===== src/ssc_pkg.sv =====
// Constants, field layouts and state types of the synchronous serial channel.
// Assumes an AHB-Lite master with whole-word single transfers.
package ssc_pkg;

  // ---------------------------------------------------------------------
  // Register byte offsets
  // ---------------------------------------------------------------------
  localparam logic [7:0] A_CTRL  = 8'h00;
  localparam logic [7:0] A_DIV   = 8'h04;
  localparam logic [7:0] A_TXBUF = 8'h08;
  localparam logic [7:0] A_RXBUF = 8'h0C;
  localparam logic [7:0] A_STAT  = 8'h10;

  // ---------------------------------------------------------------------
  // Field layouts and codes
  // ---------------------------------------------------------------------
  localparam int ST_TXE   = 0;
  localparam int ST_TXIDL = 1;
  localparam int ST_RXF   = 2;
  localparam int ST_OVR   = 3;
  localparam int ST_TXIRQ = 4;
  localparam int ST_RXIRQ = 5;

  localparam logic [1:0] FLOW_NONE = 2'h0;
  localparam logic [1:0] FLOW_CTS  = 2'h1;
  localparam logic [1:0] FLOW_RTS  = 2'h2;

  localparam logic [1:0] PRE_F1  = 2'h0;
  localparam logic [1:0] PRE_F8  = 2'h1;
  localparam logic [1:0] PRE_F32 = 2'h2;
  localparam logic [4:0] PRE_T1  = 5'h00;
  localparam logic [4:0] PRE_T8  = 5'h07;
  localparam logic [4:0] PRE_T32 = 5'h1F;

  localparam logic [3:0] FRAME_BITS = 4'h8;
  localparam logic       LINE_IDLE  = 1'h1;
  localparam logic [7:0] INV_MASK   = 8'hFF;

  // ---------------------------------------------------------------------
  // Types
  // ---------------------------------------------------------------------
  typedef enum logic {SSC_IDLE, SSC_SHIFT} ssc_phase_t;

  typedef struct packed {
    logic [1:0] pre_sel;
    logic [1:0] flow;
    logic       open_drain;
    logic       line_inv;
    logic       data_inv;
    logic       clk_pin_sel;
    logic       tx_irq_end;
    logic       cont_rx;
    logic       msb_first;
    logic       clk_pol;
    logic       ext_clk;
    logic       rx_en;
    logic       tx_en;
  } ssc_ctrl_t;

  typedef struct packed {
    logic       valid;
    logic       write;
    logic [7:0] addr;
  } ssc_ap_t;

  typedef struct packed {
    ssc_ap_t    ap;
    logic [31:0] rdata;
    ssc_ctrl_t  ctrl;
    logic [7:0] div;
    logic [7:0] tbuf;
    logic       tbuf_full;
    logic [7:0] tsr;
    logic [7:0] rsr;
    logic [7:0] rbuf;
    logic       rx_full;
    logic       overrun;
    logic       tx_irq;
    logic       rx_irq;
    logic       cont_arm;
    ssc_phase_t state;
    logic       rx_act;
    logic [3:0] bits;
    logic       phase;
    logic [4:0] pre_cnt;
    logic [7:0] div_cnt;
    logic [2:0] sin_s;
    logic [2:0] sclk_s;
    logic [2:0] cts_s;
    logic       sin_f;
    logic       sclk_f;
    logic       cts_f;
    logic       out_bit;
    logic       ran;
    logic       sout;
    logic       sclk;
  } ssc_st_t;

endpackage


===== src/ssc_top.sv =====
// Synchronous serial channel: 8-bit frames, internal or external clock,
// register access over AHB-Lite. Pins are sampled through synchronisers.
`timescale 1ns/1ps
`default_nettype none

module ssc_top (
  // Bus clock and reset
  input  wire logic        hclk,
  input  wire logic        hresetn,
  // AHB-Lite slave
  input  wire logic        hsel,
  input  wire logic [31:0] haddr,
  input  wire logic [1:0]  htrans,
  input  wire logic        hwrite,
  input  wire logic [2:0]  hsize,
  input  wire logic [31:0] hwdata,
  input  wire logic        hready,
  output logic      [31:0] hrdata,
  output logic             hreadyout,
  output logic             hresp,
  // Serial pins
  input  wire logic        serial_in_pin,
  output logic             serial_out_pin_o,
  output logic             serial_out_pin_oe,
  input  wire logic        serial_clock_pin_i,
  output logic             serial_clock_pin_o,
  output logic             serial_clock_pin_oe,
  output logic             clock_alt_pin_o,
  output logic             clock_alt_pin_oe,
  input  wire logic        cts_n,
  output logic             rts_n,
  // Request flags
  output logic             tx_irq_req,
  output logic             rx_irq_req
);

  // ---------------------------------------------------------------------
  // Helpers
  // ---------------------------------------------------------------------
  function automatic logic [4:0] pre_term(input logic [1:0] sel);
    logic [4:0] t;
    unique case (sel)
      ssc_pkg::PRE_F8:  t = ssc_pkg::PRE_T8;
      ssc_pkg::PRE_F32: t = ssc_pkg::PRE_T32;
      default:          t = ssc_pkg::PRE_T1;
    endcase
    return t;
  endfunction

  function automatic logic [31:0] read_word(input ssc_pkg::ssc_st_t s,
                                            input logic [7:0] a);
    logic [31:0] w;
    w = '0;
    unique case (a)
      ssc_pkg::A_CTRL:  w[$bits(ssc_pkg::ssc_ctrl_t)-1:0] = s.ctrl;
      ssc_pkg::A_DIV:   w[7:0] = s.div;
      ssc_pkg::A_TXBUF: w[7:0] = s.tbuf;
      ssc_pkg::A_RXBUF: w[7:0] = s.rbuf ^ (s.ctrl.data_inv ?
                                 ssc_pkg::INV_MASK : '0);
      ssc_pkg::A_STAT: begin
        w[ssc_pkg::ST_TXE]   = ~s.tbuf_full;
        w[ssc_pkg::ST_TXIDL] = (s.state == ssc_pkg::SSC_IDLE);
        w[ssc_pkg::ST_RXF]   = s.rx_full;
        w[ssc_pkg::ST_OVR]   = s.overrun;
        w[ssc_pkg::ST_TXIRQ] = s.tx_irq;
        w[ssc_pkg::ST_RXIRQ] = s.rx_irq;
      end
      default: w = '0;
    endcase
    return w;
  endfunction

  ssc_pkg::ssc_st_t cur;
  ssc_pkg::ssc_st_t nx;
  logic             load_ev;
  logic             end_ev;
  logic             rx_ev;
  logic             go;
  logic             idle_lvl;

  // ---------------------------------------------------------------------
  // Next state
  // ---------------------------------------------------------------------
  always_comb begin
    logic       ap_now;
    logic       cts_ok;
    logic       ext_ok;
    logic       tick;
    logic       half;
    logic       lead;
    logic       trail;
    logic       in_bit;
    logic [7:0] rsr_n;
    ap_now   = hsel && htrans[1] && hready;
    cts_ok   = 1'b0;
    ext_ok   = 1'b0;
    tick     = 1'b0;
    half     = 1'b0;
    lead     = 1'b0;
    trail    = 1'b0;
    in_bit   = 1'b0;
    rsr_n    = '0;
    nx       = cur;
    load_ev  = 1'b0;
    end_ev   = 1'b0;
    rx_ev    = 1'b0;
    idle_lvl = ~cur.ctrl.clk_pol;
    // Synchronisers: change counts once second and third stage agree
    nx.sin_s  = {cur.sin_s[1:0], serial_in_pin};
    nx.sclk_s = {cur.sclk_s[1:0], serial_clock_pin_i};
    nx.cts_s  = {cur.cts_s[1:0], cts_n};
    if (cur.sin_s[1] == cur.sin_s[2]) nx.sin_f = cur.sin_s[2];
    if (cur.sclk_s[1] == cur.sclk_s[2]) nx.sclk_f = cur.sclk_s[2];
    if (cur.cts_s[1] == cur.cts_s[2]) nx.cts_f = cur.cts_s[2];

    // Bus address phase; reads are answered from the address phase
    nx.ap.valid = ap_now;
    nx.ap.write = hwrite;
    nx.ap.addr  = haddr[7:0];
    if (ap_now && !hwrite) begin
      nx.rdata = read_word(cur, haddr[7:0]);
      if (haddr[7:0] == ssc_pkg::A_RXBUF) begin
        nx.rx_full = 1'b0;
        if (cur.ctrl.cont_rx && cur.ctrl.rx_en) nx.cont_arm = 1'b1;
      end
    end
    // Bus data phase writes; overrun and request status bits clear on writing one
    if (cur.ap.valid && cur.ap.write) begin
      unique case (cur.ap.addr)
        ssc_pkg::A_CTRL: nx.ctrl = hwdata[$bits(ssc_pkg::ssc_ctrl_t)-1:0];
        ssc_pkg::A_DIV:  nx.div  = hwdata[7:0];
        ssc_pkg::A_STAT: begin
          if (hwdata[ssc_pkg::ST_OVR])   nx.overrun = 1'b0;
          if (hwdata[ssc_pkg::ST_TXIRQ]) nx.tx_irq  = 1'b0;
          if (hwdata[ssc_pkg::ST_RXIRQ]) nx.rx_irq  = 1'b0;
        end
        default: ;
      endcase
    end

    // Frame start
    cts_ok = (cur.ctrl.flow != ssc_pkg::FLOW_CTS) || !cur.cts_f;
    ext_ok = !cur.ctrl.ext_clk || (cur.sclk_f == idle_lvl);
    go = (cur.state == ssc_pkg::SSC_IDLE) && cur.ctrl.tx_en && cts_ok &&
         ext_ok && (cur.tbuf_full || cur.cont_arm);
    if (go) begin
      nx.state    = ssc_pkg::SSC_SHIFT;
      nx.rx_act   = cur.ctrl.rx_en;
      nx.cont_arm = 1'b0;
      nx.bits     = '0;
      nx.phase    = 1'b0;
      nx.pre_cnt  = '0;
      nx.div_cnt  = '0;
      // Continuous receive resends the last written word as dummy data
      nx.tsr = cur.tbuf;
      if (cur.tbuf_full) begin
        nx.tbuf_full = 1'b0;
        load_ev      = 1'b1;
        if (!cur.ctrl.tx_irq_end) nx.tx_irq = 1'b1;
      end
    end

    // Internal clock: prescaler then divider, div plus one ticks per half period
    tick = (cur.pre_cnt == pre_term(cur.ctrl.pre_sel));
    half = 1'b0;
    if (cur.state == ssc_pkg::SSC_SHIFT && !cur.ctrl.ext_clk) begin
      nx.pre_cnt = tick ? '0 : cur.pre_cnt + 5'h01;
      if (tick) begin
        nx.div_cnt = (cur.div_cnt == cur.div) ? '0 : cur.div_cnt + 8'h01;
        half = (cur.div_cnt == cur.div);
      end
      if (half) nx.phase = ~cur.phase;
    end
    // Leading edge drives, trailing edge samples; both share one clock
    if (cur.ctrl.ext_clk) begin
      lead  = (nx.sclk_f != cur.sclk_f) && (nx.sclk_f != idle_lvl);
      trail = (nx.sclk_f != cur.sclk_f) && (nx.sclk_f == idle_lvl);
    end else begin
      lead  = half && !cur.phase;
      trail = half && cur.phase;
    end
    lead  = lead && (cur.state == ssc_pkg::SSC_SHIFT);
    trail = trail && (cur.state == ssc_pkg::SSC_SHIFT);
    if (lead) begin
      nx.out_bit = cur.ctrl.msb_first ? cur.tsr[7] : cur.tsr[0];
      nx.ran     = 1'b1;
    end
    in_bit = cur.sin_f ^ cur.ctrl.line_inv;
    rsr_n  = cur.ctrl.msb_first ? {cur.rsr[6:0], in_bit} :
                                  {in_bit, cur.rsr[7:1]};
    if (trail) begin
      nx.tsr  = cur.ctrl.msb_first ? {cur.tsr[6:0], 1'b0} :
                                     {1'b0, cur.tsr[7:1]};
      nx.rsr  = rsr_n;
      nx.bits = cur.bits + 4'h1;
      if (cur.bits == ssc_pkg::FRAME_BITS - 4'h1) begin
        end_ev   = 1'b1;
        nx.state = ssc_pkg::SSC_IDLE;
        if (cur.ctrl.tx_irq_end) nx.tx_irq = 1'b1;
        if (cur.rx_act) begin
          rx_ev   = 1'b1;
          nx.rbuf = rsr_n;
          if (nx.rx_full) begin
            nx.overrun = 1'b1;
          end else begin
            nx.rx_full = 1'b1;
            nx.rx_irq  = 1'b1;
          end
        end
      end
    end

    // Transmit buffer write wins over a load in the same cycle
    if (cur.ap.valid && cur.ap.write && cur.ap.addr == ssc_pkg::A_TXBUF)
    begin
      nx.tbuf = hwdata[7:0] ^ (cur.ctrl.data_inv ?
                               ssc_pkg::INV_MASK : '0);
      nx.tbuf_full = 1'b1;
    end

    // Registered pin levels
    nx.sout = nx.ran ? (nx.out_bit ^ nx.ctrl.line_inv) :
                       ssc_pkg::LINE_IDLE;
    nx.sclk = (nx.state == ssc_pkg::SSC_SHIFT && nx.phase) ?
              nx.ctrl.clk_pol : ~nx.ctrl.clk_pol;
  end

  // ---------------------------------------------------------------------
  // State register
  // ---------------------------------------------------------------------
  always_ff @(posedge hclk or negedge hresetn) begin
    if (!hresetn) begin
      cur         <= '0;
      cur.out_bit <= ssc_pkg::LINE_IDLE;
      cur.sout    <= ssc_pkg::LINE_IDLE;
      cur.sclk    <= ssc_pkg::LINE_IDLE;
    end else begin
      cur <= nx;
    end
  end

  // ---------------------------------------------------------------------
  // Outputs
  // ---------------------------------------------------------------------
  assign hrdata              = cur.rdata;
  assign hreadyout           = 1'b1;
  assign hresp               = 1'b0;
  assign serial_out_pin_o    = cur.ctrl.open_drain ? 1'b0 : cur.sout;
  assign serial_out_pin_oe   = cur.ctrl.open_drain ? ~cur.sout : 1'b1;
  assign serial_clock_pin_o  = cur.sclk;
  assign serial_clock_pin_oe = !cur.ctrl.ext_clk && !cur.ctrl.clk_pin_sel;
  assign clock_alt_pin_o     = cur.sclk;
  assign clock_alt_pin_oe    = !cur.ctrl.ext_clk && cur.ctrl.clk_pin_sel;
  assign rts_n               = (cur.ctrl.flow == ssc_pkg::FLOW_RTS) ?
                               !(cur.ctrl.rx_en && !cur.rx_full) :
                               1'b1;
  assign tx_irq_req          = cur.tx_irq;
  assign rx_irq_req          = cur.rx_irq;

  // ---------------------------------------------------------------------
  // Assertions
  // ---------------------------------------------------------------------
  function automatic logic ap_rd_rx();
    return hsel && htrans[1] && hready && !hwrite &&
           haddr[7:0] == ssc_pkg::A_RXBUF;
  endfunction

  a_idle_out_high: assert property (
    @(posedge hclk) disable iff (!hresetn)
    !cur.ran && !cur.ctrl.open_drain |-> serial_out_pin_o)
    else $error("serial output not high before first frame");
  a_start_gate: assert property (
    @(posedge hclk) disable iff (!hresetn)
    $past(cur.state) == ssc_pkg::SSC_IDLE &&
    cur.state == ssc_pkg::SSC_SHIFT |-> $past(cur.ctrl.tx_en))
    else $error("frame started without transmit enable");
  a_cts_gate: assert property (
    @(posedge hclk) disable iff (!hresetn)
    $past(cur.state) == ssc_pkg::SSC_IDLE &&
    cur.state == ssc_pkg::SSC_SHIFT &&
    $past(cur.ctrl.flow) == ssc_pkg::FLOW_CTS |-> !$past(cur.cts_f))
    else $error("frame started while clear-to-send high");
  a_ext_idle: assert property (
    @(posedge hclk) disable iff (!hresetn)
    $past(cur.state) == ssc_pkg::SSC_IDLE &&
    cur.state == ssc_pkg::SSC_SHIFT && $past(cur.ctrl.ext_clk)
    |-> $past(cur.sclk_f) != $past(cur.ctrl.clk_pol))
    else $error("external frame started off idle clock level");
  a_load_irq: assert property (
    @(posedge hclk) disable iff (!hresetn)
    load_ev && !cur.ctrl.tx_irq_end |=> tx_irq_req)
    else $error("no transmit request on buffer load");
  a_end_irq: assert property (
    @(posedge hclk) disable iff (!hresetn)
    end_ev && cur.ctrl.tx_irq_end |=> tx_irq_req)
    else $error("no transmit request at frame end");
  a_rx_irq_set: assert property (
    @(posedge hclk) disable iff (!hresetn)
    rx_ev && !cur.rx_full |=> rx_irq_req && cur.rx_full)
    else $error("no receive request on buffer fill");
  a_overrun_flag: assert property (
    @(posedge hclk) disable iff (!hresetn)
    rx_ev && cur.rx_full && !(ap_rd_rx()) |=> cur.overrun)
    else $error("overrun not flagged");
  a_rxirq_hold: assert property (
    @(posedge hclk) disable iff (!hresetn)
    rx_ev && cur.rx_full && !(ap_rd_rx()) && !(cur.ap.valid &&
    cur.ap.write && cur.ap.addr == ssc_pkg::A_STAT)
    |=> $stable(rx_irq_req))
    else $error("receive request changed on overrun");
  a_clk_idle: assert property (
    @(posedge hclk) disable iff (!hresetn)
    cur.state == ssc_pkg::SSC_IDLE && $past(cur.state) ==
    ssc_pkg::SSC_IDLE && $stable(cur.ctrl.clk_pol)
    |-> serial_clock_pin_o == ~cur.ctrl.clk_pol)
    else $error("transfer clock not idle outside frame");
  a_clk_one_pin: assert property (
    @(posedge hclk) disable iff (!hresetn)
    !cur.ctrl.ext_clk |-> serial_clock_pin_oe != clock_alt_pin_oe)
    else $error("internal clock not on exactly one pin");
  a_rts_level: assert property (
    @(posedge hclk) disable iff (!hresetn)
    cur.ctrl.flow == ssc_pkg::FLOW_RTS && cur.ctrl.rx_en &&
    !cur.rx_full |-> !rts_n)
    else $error("request-to-send not asserted while ready");
  a_frame_bits: assert property (
    @(posedge hclk) disable iff (!hresetn)
    end_ev |-> cur.bits == ssc_pkg::FRAME_BITS - 4'h1 ##1
    cur.state == ssc_pkg::SSC_IDLE)
    else $error("frame did not end after eight bits");

endmodule

`default_nettype wire

===== config.mk =====
export PLATFORM = sky130hd
export DESIGN_NAME = ssc_top
export DESIGN_NICKNAME = d
export VERILOG_FILES = /design/src/ssc_pkg.sv /design/src/ssc_top.sv
export SDC_FILE = /design/constraint.sdc
export NUM_CORES = 1
export LEC_CHECK = 0
export BUFFER_PORTS_ARGS = -buffer_cell sky130_fd_sc_hd__buf_2
export CAP_MARGIN = 25
export CORE_MARGIN = 2
export CORE_UTILIZATION = 55
export DETAILED_ROUTE_END_ITERATION = 10
export PLACE_DENSITY = 0.81
export SLEW_MARGIN = 15
export SYNTH_ARGS = -nofsm -noshare
export SYNTH_HDL_FRONTEND = slang
export SYNTH_SLANG_ARGS = --single-unit

===== constraint.sdc =====
create_clock -name hclk -period 4.8 [get_ports hclk]
set_input_delay 0.96 -clock hclk [delete_from_list [all_inputs] [get_ports hclk]]
set_output_delay 0.96 -clock hclk [all_outputs]
set_load 0.02 [all_outputs]

* Word level (Yosys, flattened, before mapping)
Cells that the tools add are included.
** Operators by class
- Add/sub/neg operators :: 3
- Multiply operators :: 0
- Divide/modulo/power cells :: 0
- Order comparisons :: 0
- Eq/ne operators :: 21
- Shift operators :: 0
- Mux-type cells :: 54
- Bitwise operators :: 10
- Reductions and logical operators :: 43
** Operators with widths (count)
- $mux W8 :: 6
- $mux W1 :: 31
- $pmux W6 S5 :: 1
- $mux W28 :: 1
- $eq A8 B4 Y1 const B :: 3
- $logic_and A1 B1 Y1 :: 21
- $mux W21 :: 1
- $mux W10 :: 2
- $mux W18 :: 1
- $eq A8 B3 Y1 const B :: 2
- $eq A8 B5 Y1 const B :: 2
- $logic_not A8 Y1 :: 2
- $xor A8 B8 Y8 :: 2
- $mux W14 :: 1
- $mux W12 :: 1
- $reduce_bool A2 Y1 :: 6
- $pmux W5 S2 :: 1
- $mux W9 :: 1
- $add A8 B1 Y8 const B :: 1
- $eq A8 B8 Y1 :: 1
- $pmux W2 S4 :: 1
- $logic_not A1 Y1 :: 7
- $mux W7 :: 1
- $mux W3 :: 2
- other kinds (17) :: 33
** Word-level totals
- Register bits :: 122
- Bits in latches :: 0
- Memory bits (writable) :: 0
- Memory bits (read-only) :: 0
- Bits of input ports :: 77
- Output and inout port bits :: 43
- Logic and storage cells :: 175
- Memories :: 0

* Longest topological paths before layout
- Depth in word-level cells :: 12
- Depth in mapped cells :: 8
- Gate-level depth less buffers :: 7

* Worst setup path after synthesis
Ideal clock, no wire load.
- Path type :: input -> register
- From :: input port haddr[7]
- To :: register cur (netlist bit hrdata[0])
- Library setup time :: 83 ps
- Arrival :: 2247 ps
- Required time :: 4717 ps
- Slack :: 2470 ps
- Cell stages on the path :: 5
- Buffers on the path :: 0
- Cells stage by stage :: nor3_1 nand2_1 nor4b_1 a211oi_1 o21ai_0
** Between the ends
- Cells in the longest elaborated chain, start to end :: 2
- Elaborated cells between the ends (all ways) :: 6
- Classes of those cells :: eq/ne: 4; mux: 1; reduce/logical: 1
** Ends and longest elaborated chain
- from (decl) :: RTL line ssc_top.sv:12 : input wire logic [31:0] haddr,
- $eq A8 B5 Y1, or another cell as far along :: RTL line ssc_top.sv:54 : unique case (a)
- $pmux W6 S5 * :: RTL line ssc_top.sv:54
- to (signal assigned) :: RTL line ssc_top.sv:238 : cur <= nx;
- to (decl) :: RTL line ssc_top.sv:73 : ssc_pkg::ssc_st_t cur;
Every way passes the cells marked *; elsewhere a longest branch is shown, timed or not.
A chain may end at the register's enable or synchronous reset.

* Worst setup path in the final report
- From :: register cur[95] (netlist name)
- To :: register cur[41] (netlist name)
** Between the ends
- Cells in the longest elaborated chain, start to end :: 10
- Elaborated cells between the ends (all ways) :: 11
- Classes of those cells :: eq/ne: 3; mux: 5; reduce/logical: 3
** Ends and longest elaborated chain
- $eq A2 B2 Y1 / $eq A2 B1 Y1 (equally long branches) :: RTL line ssc_top.sv:42 : unique case (sel)
- $pmux W5 S2 * :: RTL line ssc_top.sv:42
- $eq A5 B5 Y1 * :: RTL line ssc_top.sv:164 : tick = (cur.pre_cnt == pre_term(cur.ctrl.pre_sel));
- $mux W1 * :: RTL line ssc_top.sv:168 : if (tick) begin
- $mux W1 * (2 in a row) :: RTL line ssc_top.sv:166 : if (cur.state == ssc_pkg::SSC_SHIFT && !cur.ctrl.ext_clk) begin
- $logic_and A1 B1 Y1 * :: RTL line ssc_top.sv:180 : trail = half && cur.phase;
- $mux W1 * :: RTL line ssc_top.sv:175 : if (cur.ctrl.ext_clk) begin
- $logic_and A1 B1 Y1 * :: RTL line ssc_top.sv:183 : trail = trail && (cur.state == ssc_pkg::SSC_SHIFT);
- $reduce_and A3 Y1 (no line) *
Every way passes the cells marked *; elsewhere a longest branch is shown, timed or not. The select of a mux whose other input is x is not followed.

==> results_dict.tcl <==
set metrics [dict create \
    maxCapViolations 0 \
    whs_ns 0.349 \
    cts_made_buffers 17 \
    grt_pass1_vias 4219 \
    period_needed_ns 2.81 \
    yosysUniqueCellTypes 63 \
    clock_latency_ns 0.53 \
    finalHoldViolations 0 \
    diodes 0 \
    synthAdderAreaFrac 0.0117 \
    die_w_um 108 \
    cts_setup_buffers 0 \
    vias_per_cell 5.79 \
    syn_avg_cell_area_um2 11.5 \
    crit_end "cur[41]" \
    drtIter0Drc 361 \
    synth.most_common_cell "dfrtp_1" \
    post-dp-hpwl_mm 9.17 \
    synthTopCellsByArea "dfrtp_1, mux2_2, buf_4, nand2_1, xnor2_1" \
    hp-start "cur[13]" \
    ant_nets 0 \
    synthMuxAreaShare 0.137 \
    intPower_w 0.00199 \
    drive_gt1_frac 0.284 \
    cp-end-kind "flop" \
    r2r-end "cur[41]" \
    crit_path_max_fanout 9 \
    grt_pass1_wl_mm 21.5 \
    synth_top_family_by_area "multiplexers" \
    drcViolationCount 0 \
    synth_compound_area_frac 0.109 \
    portBuffers 55 \
    cts_hold_buf 0 \
    nets 646 \
    worst_pin_slew_ns 0.950 \
    yosys.area.top_type_share 0.498 \
    cts-root-buf "clkbuf_8" \
    post_cts_resized 0 \
    skew_ns 0.00972 \
    drt_wl_total_mm 13.2 \
    cp-start-kind "flop" \
    combPwrFrac 0.070 \
    cts_tree "built" \
    std_cell_rows 38 \
    synth_common_cells "dfrtp_1, mux2_2, nand2_1" \
    pwr-share-clk 0.503 \
    syn-instance-count 522 \
    synth_xor_area_frac 0.0439 \
    synthesis.area_um2 5980 \
    die-area_um2 11700 \
    whs_path_depth 0 \
    critical_path_class "flop to flop" \
    wire_per_inst_um 18.4 \
    ys.warnings.count 0 \
    async_reset_ff_frac 1.00 \
    status "finished, final reports clean" \
    grt_overflow 0 \
    p_per_area_nw_per_um2 384 \
    grt_max_degree 58 \
    rr_worst_depth 7 \
    synthSimpleGateAreaFrac 0.118 \
    synth_top_area_cell "dfrtp_1" \
    cts_buffer_depth 2 \
    rrSetupSlack_ns 1.99 \
    pwr-share-seq 0.427 \
    cp_data_required_time_ns 5.20 \
    core_um2 10700 \
    fin_tns_setup_ns 0 \
    start_util 0.557 \
    die_y_um 108 \
    peakVddDrop_v 0.000233 \
    layout-area-overhead-vs-synth_pct 14.0 \
    multi_input_area_um2 2590 \
    swShare 0.239 \
    ios 120 \
    synthFlopType "dfrtp_1" \
    dr.pass1.iters 5 \
    antenna_found_initial 0 \
    cts_max_level 4 \
    hp-class "flop to flop" \
    cp-startpoint "cur[95]" \
    p_leak_nw 3.13 \
    clk_pin_slew_ns 0.06 \
    fillers 832 \
    vias 4157 \
    slew_headroom 0.366 \
    synth_edf_count 0 \
    fin_crit_sh 0.586 \
    fmax_mhz 355 \
    ys_seq_area_frac 0.511 \
    worst_ep_arrival_time_ns 3.22 \
    sequential_cell_area_um2 3060 \
    track_usage 0.243 \
    place.gp.congestion 0.859 \
    synth_seq_cells 122 \
    setup_viol 0 \
    rsz0062_at_grt "false" \
    maxSlewViolCount 0 \
    switching_power_w 0.000625 \
    clock-sinks 122 \
    reg2reg_from "cur[95]" \
]
[placed cells by master, fill, tap and decap left out, drive strengths merged, types with 4 or more instances in the layout]
| cell type | instances |
|---|---|
| a211oi | 17 |
| a21oi | 5 |
| a22o | 13 |
| and3 | 5 |
| buf | 60 |
| bufinv | 4 |
| clkbuf | 18 |
| clkinv | 7 |
| conb | 19 |
| dfrtp | 119 |
| ha | 4 |
| inv | 20 |
| mux2 | 52 |
| mux2i | 17 |
| nand2 | 48 |
| nand2b | 5 |
| nand3 | 10 |
| nor2 | 23 |
| nor3 | 5 |
| nor4 | 4 |
| o21ai | 31 |
| o221ai | 8 |
| xnor2 | 19 |
| xor2 | 11 |
[logic make-up after synthesis]
kind of cell               Yosys count
and+or+nand+nor                    126
AOI/OAI and AO/OA                   93
muxes                               71
other                                2
buffers and inverters               72
adders and majority gates            6
DFF                                122
xor gates and xnor gates            30
[final cells by class]
| type | instances | share of cell area |
|---|---|---|
| Tap cell | 140 | 0.0257 |
| Inverter | 19 | 0.0105 |
| Clock inverter | 14 | 0.0290 |
| Timing Repair Buffer | 60 | 0.0459 |
| Multi-Input combinational cell | 345 | 0.380 |
| Clock buffer | 18 | 0.0613 |
| Sequential cell | 122 | 0.448 |
[per-layer routing]
layer | track usage | share of wire
met5 | 0 | 0
met4 | 0.0952 | 0.020
met1 | 0.306 | 0.42
met3 | 0.0633 | 0.066
met2 | 0.402 | 0.49
[registers in the layout, summed over array words and instances, names as in the netlist]
register and cells:
cur 104, hrdata 15, clock_alt_pin_o 1, rx_irq_req 1, tx_irq_req 1
[metrics by stage]
step	total power (W)	worst slack, ns	cells	cell area [µm²]	utilization
global route	0.00270	1.86	718	6820	0.635
finish	0.00262	1.99	718	6820	0.635
CTS	0.00262	2.01	718	6820	0.634
global placement	0.00130	1.80	685	6200	0.577
detailed placement	0.00132	1.90	686	6200	0.577
floorplan	0.00125	2.47	539	6050	-
[critical path: stages, from the launching register on]
cell	delay, ns
dfrtp_1	0.38
inv_1	0.09
ha_1	0.31
nor4b_2	0.29
o221a_2	0.28
a41oi_2	0.18
nor4_4	0.75
mux2_2	0.41
[power groups by stage]
stage               clock [W]  combinational [W]  sequential, W
floorplan                   0           0.000138        0.00111
global placement            0           0.000173        0.00113
detailed placement          0           0.000181        0.00113
CTS                   0.00132           0.000184        0.00112
global route          0.00138           0.000202        0.00112
finish                0.00132           0.000182        0.00112
[how the worst min path moves through the flow]
stage	endpoint	slack (ns)
floorplan	cur[11]	0.33
global placement	cur[11]	0.33
detailed placement	cur[14]	0.34
CTS	cur[14]	0.35
global route	cur[14]	0.35
finish	cur[14]	0.35
Note: power is estimated with default switching activity, not from simulation.
